$ cat src/verilog/clg_pkg.sv
// clg_pkg: constants and types shared by the counter core files
// assumes nothing beyond a systemverilog compiler
package clg_pkg;
   localparam int CLG_W = 32;
   localparam logic [31:0] CLG_MAX = 32'h7FFFFFFF;
   localparam logic [31:0] CLG_MIN = 32'h80000000;
   localparam logic [31:0] CLG_ZERO = 32'h00000000;
   localparam logic [31:0] CLG_RST_DEFAULT = 32'h00000000;
   localparam int CLG_SYNC_STAGES = 2;

   typedef enum logic [1:0] {
      CLG_MODE_CONT = 2'h0,
      CLG_MODE_ONCE = 2'h1,
      CLG_MODE_PER = 2'h3
   } clg_mode_t;

   typedef enum logic [1:0] {
      CLG_DIR_NONE = 2'h0,
      CLG_DIR_UP = 2'h1,
      CLG_DIR_DOWN = 2'h3
   } clg_dir_t;

   // gate state machine, gray along closed, open, stopped
   typedef enum logic [1:0] {
      CLG_G_CLOSED = 2'h0,
      CLG_G_OPEN = 2'h1,
      CLG_G_HALT = 2'h3
   } clg_gate_t;
endpackage : clg_pkg

$ cat src/verilog/clg_pin_if.sv
// clg_pin_if: synchronised pin edge pulses and gate level passed from the pin stage to the core
// assumes one clock domain
`timescale 1ns/1ps
interface clg_pin_if;
   logic up;
   logic dn;
   logic hw_gate;
   logic sync_ev;
   logic latch_ev;
   logic sample;
   modport src (output up, dn, hw_gate, sync_ev, latch_ev, sample);
   modport dst (input up, dn, hw_gate, sync_ev, latch_ev, sample);
endinterface : clg_pin_if

$ cat src/verilog/clg_pin_sync.sv
// clg_pin_sync: two-stage synchronisers plus edge pulses for pin inputs
// assumes pins are asynchronous to i_clk_sys
`timescale 1ns/1ps
module clg_pin_sync (
   // clock and reset
   input wire logic i_clk_sys,
   input wire logic i_nrst,
   // raw pins
   input wire logic i_up,
   input wire logic i_dn,
   input wire logic i_hw_gate,
   input wire logic i_sync,
   input wire logic i_latch,
   input wire logic i_sample,
   // synchronised outputs
   clg_pin_if.src o_pins
);
   localparam int N = 6;
   wire [N-1:0] raw = {i_sample, i_latch, i_sync, i_hw_gate, i_dn, i_up};
   logic [N-1:0] s1;
   logic [N-1:0] s2;
   logic [N-1:0] s3;
   wire [N-1:0] rise = s2 & ~s3;

   genvar g;
   generate
      for (g = 0; g < N; g = g + 1) begin : g_sync
         always_ff @(posedge i_clk_sys or negedge i_nrst) begin
            if (!i_nrst) begin
               s1[g] <= 1'b0;
               s2[g] <= 1'b0;
               s3[g] <= 1'b0;
            end else begin
               s1[g] <= raw[g];
               s2[g] <= s1[g];
               s3[g] <= s2[g];
            end
         end
      end
   endgenerate

   // count pulses and events act on the rising edge; gate is a level
   assign o_pins.up = rise[0];
   assign o_pins.dn = rise[1];
   assign o_pins.hw_gate = s2[2];
   assign o_pins.sync_ev = rise[3];
   assign o_pins.latch_ev = rise[4];
   assign o_pins.sample = rise[5];
endmodule : clg_pin_sync

$ cat src/verilog/clg_gate.sv
// clg_gate: gate state machine for software and hardware gates
// assumes control inputs already synchronous to i_clk_sys
`timescale 1ns/1ps
module clg_gate (
   // clock and reset
   input wire logic i_clk_sys,
   input wire logic i_nrst,
   // control
   input wire logic i_sw_bit,
   input wire logic i_hw_en,
   input wire logic i_hw_level,
   input wire logic i_limit_stop,
   // status
   output logic o_open,
   output logic o_start
);
   clg_pkg::clg_gate_t state;
   clg_pkg::clg_gate_t next_state;
   logic sw_prev;
   logic hw_prev;
   wire sw_rise = i_sw_bit & ~sw_prev;
   wire hw_rise = i_hw_level & ~hw_prev;
   wire hw_ok = ~i_hw_en | i_hw_level;
   wire start_req = (sw_rise & hw_ok) | (i_hw_en & hw_rise & i_sw_bit);

   always_comb begin
      next_state = state;
      case (state)
         clg_pkg::CLG_G_CLOSED: begin
            if (start_req) next_state = clg_pkg::CLG_G_OPEN;
         end
         clg_pkg::CLG_G_OPEN: begin
            if (!i_sw_bit || !hw_ok) next_state = clg_pkg::CLG_G_CLOSED;
            else if (i_limit_stop) next_state = clg_pkg::CLG_G_HALT;
         end
         clg_pkg::CLG_G_HALT: begin
            // once mode: reopen needs a fresh edge
            if (!i_sw_bit) next_state = clg_pkg::CLG_G_CLOSED;
            else if (start_req) next_state = clg_pkg::CLG_G_OPEN;
         end
         default: next_state = clg_pkg::CLG_G_CLOSED;
      endcase
   end

   always_ff @(posedge i_clk_sys or negedge i_nrst) begin
      if (!i_nrst) begin
         state <= clg_pkg::CLG_G_CLOSED;
         sw_prev <= 1'b0;
         hw_prev <= 1'b0;
      end else begin
         state <= next_state;
         sw_prev <= i_sw_bit;
         hw_prev <= i_hw_level;
      end
   end

   assign o_open = (state == clg_pkg::CLG_G_OPEN);
   // start loads the staged value; continuing is not a start
   assign o_start = start_req && (state != clg_pkg::CLG_G_OPEN)
      && (next_state == clg_pkg::CLG_G_OPEN);
endmodule : clg_gate

$ cat src/verilog/clg_core.sv
// clg_core: 32-bit signed counter core with continuous, once and periodic
// counting, direct and staged loading, and sampled feedback.
// assumes control bits come from a bus interface on i_clk_sys and pins are
// asynchronous; parameter assignment is the i_param_strobe pulse.
//
// Notes on behaviour
// - count is signed, from -2147483648 up to +2147483647.
// - mode is continuous, once or periodic, fixed by parameter assignment.
// - direct-load command replaces the count at once with the load value.
// - once/periodic, no main direction: staged value loads at either limit.
// - once/periodic, direction up: staged value loads at set high limit.
// - once/periodic, direction down: staged value loads on reaching zero.
// - gate start loads staged value, also when reopening a halted count.
// - synchronisation and latch-retrigger events also load staged value.
// - main direction picks reset states and load limits, not pulse direction.
// - after assignment values reset to 0, or high limit when down.
// - control accepted every cycle, response returned at the next sampling instant.
// - feedback shows count or latch and status at sampling instant.
// - pin-caused change shows only if before the sampling instant.
// - continuous mode wraps at limits without losing the pulse.
// - once mode closes gate on overflow or underflow; reopen needed.
// - software gate opens on rising bit edge, closes when bit clears.
`timescale 1ns/1ps
module clg_core #(
   parameter int W = 32
) (
   // clock and reset
   input wire logic i_clk_sys,
   input wire logic i_nrst,
   // parameter assignment
   input wire logic i_param_strobe,
   input wire logic [1:0] i_mode,
   input wire logic [1:0] i_main_dir,
   input wire logic [W-1:0] i_high_limit,
   input wire logic i_hw_gate_en,
   input wire logic i_sync_en,
   input wire logic i_latch_en,
   // control interface
   input wire logic i_software_gate_bit,
   input wire logic i_direct_count_load,
   input wire logic [W-1:0] i_load_data,
   input wire logic i_staged_load_wr,
   input wire logic i_cmp1_wr,
   input wire logic i_cmp2_wr,
   input wire logic i_show_latch,
   // pins
   input wire logic i_pulse_up,
   input wire logic i_pulse_dn,
   input wire logic i_hw_gate,
   input wire logic i_sync,
   input wire logic i_latch,
   input wire logic i_input_sampling_instant,
   // feedback
   output logic [W-1:0] o_feedback,
   output logic o_gate_open,
   output logic o_overflow,
   output logic o_underflow,
   output logic o_fb_valid,
   output logic [W-1:0] o_cmp1,
   output logic [W-1:0] o_cmp2
);
   clg_pin_if pins();

   clg_pin_sync u_sync (
      .i_clk_sys(i_clk_sys),
      .i_nrst(i_nrst),
      .i_up(i_pulse_up),
      .i_dn(i_pulse_dn),
      .i_hw_gate(i_hw_gate),
      .i_sync(i_sync),
      .i_latch(i_latch),
      .i_sample(i_input_sampling_instant),
      .o_pins(pins)
   );

   // assigned parameters, held from the last assignment
   clg_pkg::clg_mode_t mode;
   clg_pkg::clg_dir_t dir;
   logic [W-1:0] high_lim;
   logic hw_en;
   logic sync_en;
   logic latch_en;

   logic signed [W-1:0] count;
   logic signed [W-1:0] staged_load_value;
   logic signed [W-1:0] latch_val;
   logic [W-1:0] cmp1;
   logic [W-1:0] cmp2;
   logic ovf;
   logic unf;

   // count limits for the current mode and direction
   wire is_cont = (mode == clg_pkg::CLG_MODE_CONT);
   wire is_once = (mode == clg_pkg::CLG_MODE_ONCE);
   wire dir_up = (dir == clg_pkg::CLG_DIR_UP);
   wire dir_dn = (dir == clg_pkg::CLG_DIR_DOWN);
   wire [W-1:0] top = (!is_cont && dir_up) ? high_lim : clg_pkg::CLG_MAX;
   wire [W-1:0] bot = (!is_cont && dir_dn) ? clg_pkg::CLG_ZERO
      : clg_pkg::CLG_MIN;
   // once and periodic act on arriving at a limit, continuous on passing it
   wire [W-1:0] top_pre = top - W'(1);
   wire [W-1:0] bot_pre = bot + W'(1);

   // gate
   logic gate_open;
   logic gate_start;
   wire step_up = pins.up & ~pins.dn;
   wire step_dn = pins.dn & ~pins.up;
   wire at_top = is_cont ? (count == top) : (count == top_pre);
   wire at_bot = is_cont ? (count == bot) : (count == bot_pre);
   wire hit_top = gate_open & step_up & at_top;
   wire hit_bot = gate_open & step_dn & at_bot;
   wire limit_stop = is_once & (hit_top | hit_bot);

   clg_gate u_gate (
      .i_clk_sys(i_clk_sys),
      .i_nrst(i_nrst),
      .i_sw_bit(i_software_gate_bit),
      .i_hw_en(hw_en),
      .i_hw_level(pins.hw_gate),
      .i_limit_stop(limit_stop),
      .o_open(gate_open),
      .o_start(gate_start)
   );

   wire sync_load = sync_en & pins.sync_ev;
   wire latch_load = latch_en & pins.latch_ev;
   wire staged_evt = gate_start | sync_load | latch_load;

   // next count, priority: direct load, staged event, step
   logic signed [W-1:0] next_count;
   always_comb begin
      next_count = count;
      if (i_direct_count_load) begin
         next_count = i_load_data;
      end else if (staged_evt) begin
         next_count = staged_load_value;
      end else if (hit_top) begin
         if (is_cont) next_count = clg_pkg::CLG_MIN;
         else next_count = staged_load_value;
      end else if (hit_bot) begin
         if (is_cont) next_count = clg_pkg::CLG_MAX;
         else next_count = staged_load_value;
      end else if (gate_open && step_up) begin
         next_count = count + W'(1);
      end else if (gate_open && step_dn) begin
         next_count = count - W'(1);
      end
   end

   // sampled feedback register
   logic [W-1:0] next_fb;
   assign next_fb = i_show_latch ? latch_val : count;

   always_ff @(posedge i_clk_sys or negedge i_nrst) begin
      if (!i_nrst) begin
         mode <= clg_pkg::CLG_MODE_CONT;
         dir <= clg_pkg::CLG_DIR_NONE;
         high_lim <= clg_pkg::CLG_MAX;
         hw_en <= 1'b0;
         sync_en <= 1'b0;
         latch_en <= 1'b0;
      end else if (i_param_strobe) begin
         mode <= clg_pkg::clg_mode_t'(i_mode);
         dir <= clg_pkg::clg_dir_t'(i_main_dir);
         high_lim <= i_high_limit;
         hw_en <= i_hw_gate_en;
         sync_en <= i_sync_en;
         latch_en <= i_latch_en;
      end
   end

   // reset states follow the new assignment directly
   wire [W-1:0] assign_rst = (i_main_dir == 2'h3) ? i_high_limit
      : clg_pkg::CLG_RST_DEFAULT;

   // next held words; parameter assignment overrides every write
   wire [W-1:0] next_count_word = i_param_strobe ? assign_rst : next_count;
   wire [W-1:0] next_staged = i_param_strobe ? assign_rst
      : (i_staged_load_wr ? i_load_data : staged_load_value);
   wire [W-1:0] next_latch = i_param_strobe ? assign_rst
      : (latch_load ? count : latch_val);
   wire [W-1:0] next_cmp1 = i_param_strobe ? assign_rst
      : (i_cmp1_wr ? i_load_data : cmp1);
   wire [W-1:0] next_cmp2 = i_param_strobe ? assign_rst
      : (i_cmp2_wr ? i_load_data : cmp2);

   always_ff @(posedge i_clk_sys or negedge i_nrst) begin
      if (!i_nrst) begin
         count <= clg_pkg::CLG_RST_DEFAULT;
      end else begin
         count <= next_count_word;
      end
   end

   always_ff @(posedge i_clk_sys or negedge i_nrst) begin
      if (!i_nrst) begin
         staged_load_value <= clg_pkg::CLG_RST_DEFAULT;
      end else begin
         staged_load_value <= next_staged;
      end
   end

   always_ff @(posedge i_clk_sys or negedge i_nrst) begin
      if (!i_nrst) begin
         latch_val <= clg_pkg::CLG_RST_DEFAULT;
      end else begin
         latch_val <= next_latch;
      end
   end

   always_ff @(posedge i_clk_sys or negedge i_nrst) begin
      if (!i_nrst) begin
         cmp1 <= clg_pkg::CLG_RST_DEFAULT;
      end else begin
         cmp1 <= next_cmp1;
      end
   end

   always_ff @(posedge i_clk_sys or negedge i_nrst) begin
      if (!i_nrst) begin
         cmp2 <= clg_pkg::CLG_RST_DEFAULT;
      end else begin
         cmp2 <= next_cmp2;
      end
   end

   // flags: set wins over the clear done at sampling
   wire next_ovf = hit_top | (ovf & ~pins.sample);
   wire next_unf = hit_bot | (unf & ~pins.sample);

   always_ff @(posedge i_clk_sys or negedge i_nrst) begin
      if (!i_nrst) begin
         ovf <= 1'b0;
      end else begin
         ovf <= next_ovf;
      end
   end

   always_ff @(posedge i_clk_sys or negedge i_nrst) begin
      if (!i_nrst) begin
         unf <= 1'b0;
      end else begin
         unf <= next_unf;
      end
   end

   // feedback words change only at the sampling instant
   wire [W-1:0] next_feedback = pins.sample ? next_fb
      : o_feedback;
   wire next_gate_fb = pins.sample ? gate_open : o_gate_open;
   wire next_ovf_fb = pins.sample ? (ovf | hit_top) : o_overflow;
   wire next_unf_fb = pins.sample ? (unf | hit_bot) : o_underflow;

   always_ff @(posedge i_clk_sys or negedge i_nrst) begin
      if (!i_nrst) begin
         o_fb_valid <= 1'b0;
      end else begin
         o_fb_valid <= pins.sample;
      end
   end

   always_ff @(posedge i_clk_sys or negedge i_nrst) begin
      if (!i_nrst) begin
         o_feedback <= clg_pkg::CLG_RST_DEFAULT;
      end else begin
         o_feedback <= next_feedback;
      end
   end

   always_ff @(posedge i_clk_sys or negedge i_nrst) begin
      if (!i_nrst) begin
         o_gate_open <= 1'b0;
      end else begin
         o_gate_open <= next_gate_fb;
      end
   end

   always_ff @(posedge i_clk_sys or negedge i_nrst) begin
      if (!i_nrst) begin
         o_overflow <= 1'b0;
      end else begin
         o_overflow <= next_ovf_fb;
      end
   end

   always_ff @(posedge i_clk_sys or negedge i_nrst) begin
      if (!i_nrst) begin
         o_underflow <= 1'b0;
      end else begin
         o_underflow <= next_unf_fb;
      end
   end

   // comparison values reach the outputs one cycle after they are held
   always_ff @(posedge i_clk_sys or negedge i_nrst) begin
      if (!i_nrst) begin
         o_cmp1 <= clg_pkg::CLG_RST_DEFAULT;
      end else begin
         o_cmp1 <= cmp1;
      end
   end

   always_ff @(posedge i_clk_sys or negedge i_nrst) begin
      if (!i_nrst) begin
         o_cmp2 <= clg_pkg::CLG_RST_DEFAULT;
      end else begin
         o_cmp2 <= cmp2;
      end
   end
endmodule : clg_core

$ cat config.mk
export PLATFORM = sky130hd
export DESIGN_NAME = clg_core
export DESIGN_NICKNAME = d
export VERILOG_FILES = /design/src/verilog/clg_pkg.sv /design/src/verilog/clg_pin_if.sv /design/src/verilog/clg_pin_sync.sv /design/src/verilog/clg_gate.sv /design/src/verilog/clg_core.sv
export SDC_FILE = /design/constraint.sdc
export NUM_CORES = 1
export LEC_CHECK = 0
export BUFFER_PORTS_ARGS = -buffer_cell sky130_fd_sc_hd__buf_2
export CAP_MARGIN = 20
export CORE_MARGIN = 2
export CORE_UTILIZATION = 59
export CTS_CLUSTER_SIZE = 30
export DETAILED_ROUTE_END_ITERATION = 10
export GPL_TIMING_DRIVEN = 0
export HOLD_SLACK_MARGIN = 0.06
export PLACE_DENSITY = 0.77
export SYNTH_ARGS = -nofsm -noshare
export SYNTH_HDL_FRONTEND = slang
export SYNTH_SLANG_ARGS = --single-unit
$ cat constraint.sdc
create_clock -name i_clk_sys -period 5.5 [get_ports i_clk_sys]
set_input_delay 1.1 -clock i_clk_sys [delete_from_list [all_inputs] [get_ports i_clk_sys]]
set_output_delay 1.1 -clock i_clk_sys [all_outputs]
set_load 0.01 [all_outputs]
# Word-level counts from Yosys, hierarchy flattened
# Index checks and enable logic that the tools add are counted.
# word_totals
reg_bits,322
# op_classes
addsub,4
eq_ne,12
muxes,28
bitwise,33
reduce_logical,17
# ops
cell,count
32-bit 2-to-1 mux,21
32-bit equality test,4
"32-bit by 1-bit adder with 32-bit output, second input constant",1
"32-bit by 2-bit adder with 32-bit output, second input constant",1
"32-bit by 1-bit subtractor with 32-bit output, second input constant",1
"32-bit by 2-bit subtractor with 32-bit output, second input constant",1
1-bit AND,16
1-bit bitwise OR,9
"2-bit by 1-bit equality test with 1-bit output, second input constant",4
2-bit 2-to-1 mux,4
2-bit nonzero test,4
7-bit nonzero test,1
6-bit AND,1
"2-bit equality test, second input constant",3
1-bit logical AND,6
1-bit inverter,6
6-bit inverter,1
2-bit one-hot mux with 3 select lines,1
2-bit zero test,2
1-bit zero test,3
1-bit 2-to-1 mux,2
"2-bit by 1-bit != test with 1-bit output, second input constant",1
1-bit logical OR,1

# Depth between registers and ports, before layout
# depth
ltp_word,20
depth_mapped,20
depth_no_buf,14

# By module
# A second synthesis with hierarchy kept.
# unflattened
hier_cells,1713
area_unflattened_um2,17071.4
# modules_own_cells
module,n_inst,cells_per_inst,area_per_inst_um2,seq_area_each_um2
clg_core,1,1676,16400.7,7571.0
clg_pin_sync,1,22,494.2,425.4
clg_gate,1,15,176.4,100.1

# Worst setup path after synthesis
# No wires, ideal clock.
# synth_timing
kind,reg2reg
from,register dir[0]
to,register count[13]
setup_ns,0.126
arrival_time_ns,4.561
required_ns,5.374
setup_slack_ns,0.813
path_stages_with_launch,21
path_buffers,7
cell_sequence,dfrtp_1 -> nor2b_1 -> clkbuf_1 -> nand2_1 -> clkbuf_1 -> buf_1 -> nor2_1 -> ha_1 -> clkbuf_1 -> or3b_2 -> or4_4 -> o31a_1 -> or4_1 -> o21ai_2 -> o2111a_1 -> buf_6 -> and2_4 -> buf_6 -> buf_6 -> nor2_1 -> o32a_1
# synth_via
elab_chain_cells,19
# synth_lines
item,line,rtl
"start, declared",clg_core.sv:78,clg_pkg::clg_dir_t dir;
"start signal, assigned",clg_core.sv:158,dir <= clg_pkg::CLG_DIR_NONE;
"start signal, assigned",clg_core.sv:165,dir <= clg_pkg::clg_dir_t'(i_main_dir);
2-bit by 1-bit equality test with 1-bit output / 2-bit equality test (equally long branches),"clg_core.sv:95, clg_core.sv:96",
"1-bit logical AND, on equally long branches","clg_core.sv:97, clg_core.sv:98",
"32-bit 2-to-1 mux, on equally long branches","clg_core.sv:97, clg_core.sv:98",
32-bit by 1-bit subtractor with 32-bit output / 32-bit by 1-bit adder with 32-bit output (equally long branches),"clg_core.sv:101, clg_core.sv:102",
"32-bit equality test, on equally long branches","clg_core.sv:109, clg_core.sv:110",
"1-bit 2-to-1 mux, on equally long branches","clg_core.sv:109, clg_core.sv:110",
"1-bit AND, on equally long branches","clg_core.sv:111, clg_core.sv:112",
1-bit bitwise OR,clg_core.sv:113,wire limit_stop = is_once & (hit_top | hit_bot);
[2 not listed],--,
2-bit 2-to-1 mux,clg_gate.sv:33,if (!i_sw_bit || !hw_ok) next_state = clg_pkg::CLG_G_CLOSED;
2-bit one-hot mux with 3 select lines,clg_gate.sv:28,case (state)
2-bit by 1-bit equality test with 1-bit output,clg_gate.sv:60,&& (next_state == clg_pkg::CLG_G_OPEN);
1-bit logical AND,clg_gate.sv:60,
1-bit bitwise OR (2 in series),clg_core.sv:128,wire staged_evt = gate_start | sync_load | latch_load;
32-bit 2-to-1 mux,clg_core.sv:136,end else if (staged_evt) begin
32-bit 2-to-1 mux,clg_core.sv:134,if (i_direct_count_load) begin
32-bit 2-to-1 mux,clg_core.sv:178,wire [W-1:0] next_count_word = i_param_strobe ? assign_rst : next_count;
"end signal, assigned",clg_core.sv:190,count <= clg_pkg::CLG_RST_DEFAULT;
"end signal, assigned",clg_core.sv:192,count <= next_count_word;
"end, declared",clg_core.sv:84,logic signed [W-1:0] count;
# Several ways; a longest one is shown, not always the timed one.
# A chain may end at the register's enable or synchronous reset.

# Worst setup path after layout
# layout_timing
from,register dir[0]
to,register count[18]
# Same word-level chain as after synthesis.

==> impl_metrics.toml <==
[sta]
layout_setup_ws_ns = 0.2339
tns_ns = 0
period_share_pct = 95.75
slew_viol_final = 0
hold_viol_final = 0
worstMarginPinSlew_ns = 1.040
hold_ws_ns = 0.3477
fmax_mhz = 189.9
rsz0062_at_grt = "no"
maxSlewHeadroom_pct = 30.01
finalSetupViolCount = 0
post-route-min-period_ns = 5.266
worst_clock_skew_ns = 0.02607

[placement]
portBuffers = 181
post-place-ws_ns = -0.9228
gp_congestion = 1.006
post-dp-hpwl_um = 44110

[yosys]
avgSynthCellArea_um2 = 9.920
syn_nets = 1778
ys_warn_count = 0
yosysMostFrequentCell = "dfrtp_1"
synth.largest_area_cell = "dfrtp_1"
synth_edf_count = 0
yosysUniqueCellTypes = 79
synth_common_cells = "dfrtp_1 (291), a21oi_1 (185), nand2_1 (116)"
async_flop_share_pct = 100.0
synthesis.instances = 1660
synth-seq-cells = 322
synth_top_area_share_pct = 44.22
ys_seq_area_share_pct = 49.17
synth_area_leaders = "dfrtp_1 (44%), a21oi_1 (5.6%), o22a_1 (5.1%)"
syn_area_um2 = 16470
synth_ff_type = "dfrtp_1"

[grt]
grt_overflow = 0
grtUsageMet3_pct = 10.85
antenna_found_initial = 2
grt_pass1_vias = 14900
grt_start_max_net_pins = 130
grt_use_total_pct = 40.34
grt_pass1_wl_um = 87890
met1_usage_pct = 51.91
grt_use_met2_pct = 62.15
busiest_layer = "met2"

[outcome]
violations = "design-rule violations"
outcome = "finished with violations"

[setup_path]
cp_cell_sequence = "nor2b_1 > clkbuf_2 > nand2_1 > buf_2 > buf_2 > nor2_1 > ha_2 > or3b_2 > or4_4 > o31a_1 > or4_1 > o21ai_4 > o2111a_1 > buf_6 > and2_4 > buf_6 > buf_4 > nor4_1 > o31ai_1"
crit_start = "dir[0]"
endpoint_kind = "flip-flop"
cp.buffers_inverters = 6
r2r_slack_ns = 0.23
cp.required_ns = 5.92
slowest_delay_ns = 0.53
crit_end = "count[18]"
crit_cells = 19
rr_endpoint = "count[18]"
crit_path_max_fanout = 10
slowest_stage = "or3b_2"
r2r_start = "dir[0]"
crit_arrival_ns = 5.68
reg2reg_depth = 19
cp-start-kind = "flip-flop"
crit_family = "simple AND/OR/NAND/NOR gates"
path_class = "flip-flop to flip-flop"

[route]
ant_nets = 0
wl_um = 58160
drt_iter0_drc = 1424
vias = 14820
avgRoutedWirePerCell_um = 25.45
post_drt_via_cell_ratio = 6.484
drc = 1
drt-pass1-iter-count = 9

[flow_run]
cap_violations = 0

[floorplan]
die_h_um = 171.1
fp-row-count = 61
core_um2 = 27630
chipWidth_um = 171.1
fp.dieArea_um2 = 29260
io_pins = 186
initial_core_util_pct = 59.60

[pwr]
p_per_area_nw_per_um2 = 380.2
ir_worst_vdd_mv = 0.2743
p_leak_uw = 0.008604

[cts]
cts_sinks = 322
path_clk_slew_ns = 0.07
clockBufferDepth = 3
cts_tree = "built"
cts_buffers = 34
cts_root_buffer = "clkbuf_16"
h-tree-depth = 2
cts-hold-fix-buffers = 0
clk_latency_ns = 0.54

[worst_hold_path]
hold_class = "flip-flop to flip-flop"
min_delay_path_depth = 0

[cells_and_area]
drive_above_1_share_pct = 18.35
area_growth_pct = 16.39
fin_nets = 2000
antenna-diode-count = 0
==> registers in the layout, indices dropped and copies added (netlist names), 5 cells and up <==
register           flops
cmp1                  32
cmp2                  32
u_sync.s3              5
o_cmp2                32
high_lim              32
o_feedback            32
u_sync.s1              6
latch_val             32
staged_load_value     32
u_sync.s2              5
o_cmp1                32
count                 32
==> routing by layer <==
layer  vias up  part of all wire, %
met2       874                   44
met4         4                  6.3
met1      7168                   39
met3       200                   11
met5         -                0.045
li1       6570                    -
==> cell families after synthesis <==
kind of cell / Yosys count / synth area share (%)
AO/OA/AOI/OAI: 559 / 22.39
XOR/XNOR: 63 / 3.434
adder cells (fa/ha/maj): 32 / 2.477
buffers and inverters: 169 / 4.095
flip-flops: 322 / 49.17
multiplexers: 74 / 4.772
AND/OR/NAND/NOR: 441 / 13.66
==> timing repair <==
action / CTS / global route
pin swaps: 0 / 1
gates cloned: 0 / 0
endpoints found under the setup margin: 35 / 34
gates resized for setup: 7 / 4
buffers inserted: 0 / 4
==> cell usage in the layout (no fill, tap or decap), types with 33 or more instances in the layout <==
| cell type | n |
|---|---|
| nor3_1 | 33 |
| clkbuf_16 | 35 |
| and2_1 | 38 |
| xnor2_1 | 35 |
| mux2i_1 | 38 |
| nor4_1 | 43 |
| nand3_1 | 34 |
| dfrtp_1 | 291 |
| o22a_1 | 96 |
| a21oi_1 | 185 |
| o21ai_0 | 109 |
| buf_2 | 187 |
| inv_1 | 50 |
| nand2_1 | 116 |
| nor2_1 | 78 |
| clkbuf_1 | 98 |
| mux2_2 | 36 |
==> layout make-up <==
| type | count | area, um^2 |
|---|---|---|
| fill | 2171 | 8463 |
| sequential | 322 | 8097 |
| multi-input combinational | 1169 | 7725 |
| timing repair buffer | 188 | 1003 |
| clock buffer | 43 | 955.9 |
| buffer | 116 | 483.0 |
| tap | 378 | 473.0 |
| clock inverter | 18 | 237.7 |
| inverter | 51 | 191.4 |
==> power by group <==
| part | switching, uW | internal, uW |
|---|---|---|
| clock network | 988 | 1480 |
| registers | 295 | 2660 |
| logic | 1120 | 749 |
==> per-stage QoR <==
stage | cells | area [um^2] | util [%] | total power, uW
floorplan | 1660 | 16470 | - | 4114
global placement | 2219 | 17850 | 64.59 | 4735
detailed placement | 2222 | 17920 | 64.84 | 4782
CTS | 2282 | 19130 | 69.22 | 7229
global route | 2285 | 19170 | 69.37 | 7577
finish | 2285 | 19170 | 69.37 | 7286
==> worst min path at each step <==
stage | from | to | slack [ns]
global placement | u_sync.s1[4] | u_sync.s2[4] | 0.33
CTS | u_sync.s1[5] | u_sync.s2[5] | 0.35
global route | u_sync.s1[2] | u_sync.o_pins.hw_gate | 0.36
detailed placement | u_sync.s1[5] | u_sync.s2[5] | 0.34
floorplan | u_sync.s1[2] | u_sync.o_pins.hw_gate | 0.33
finish | u_sync.s1[5] | u_sync.s2[5] | 0.35
Note: power is estimated with default switching activity, not from simulation.
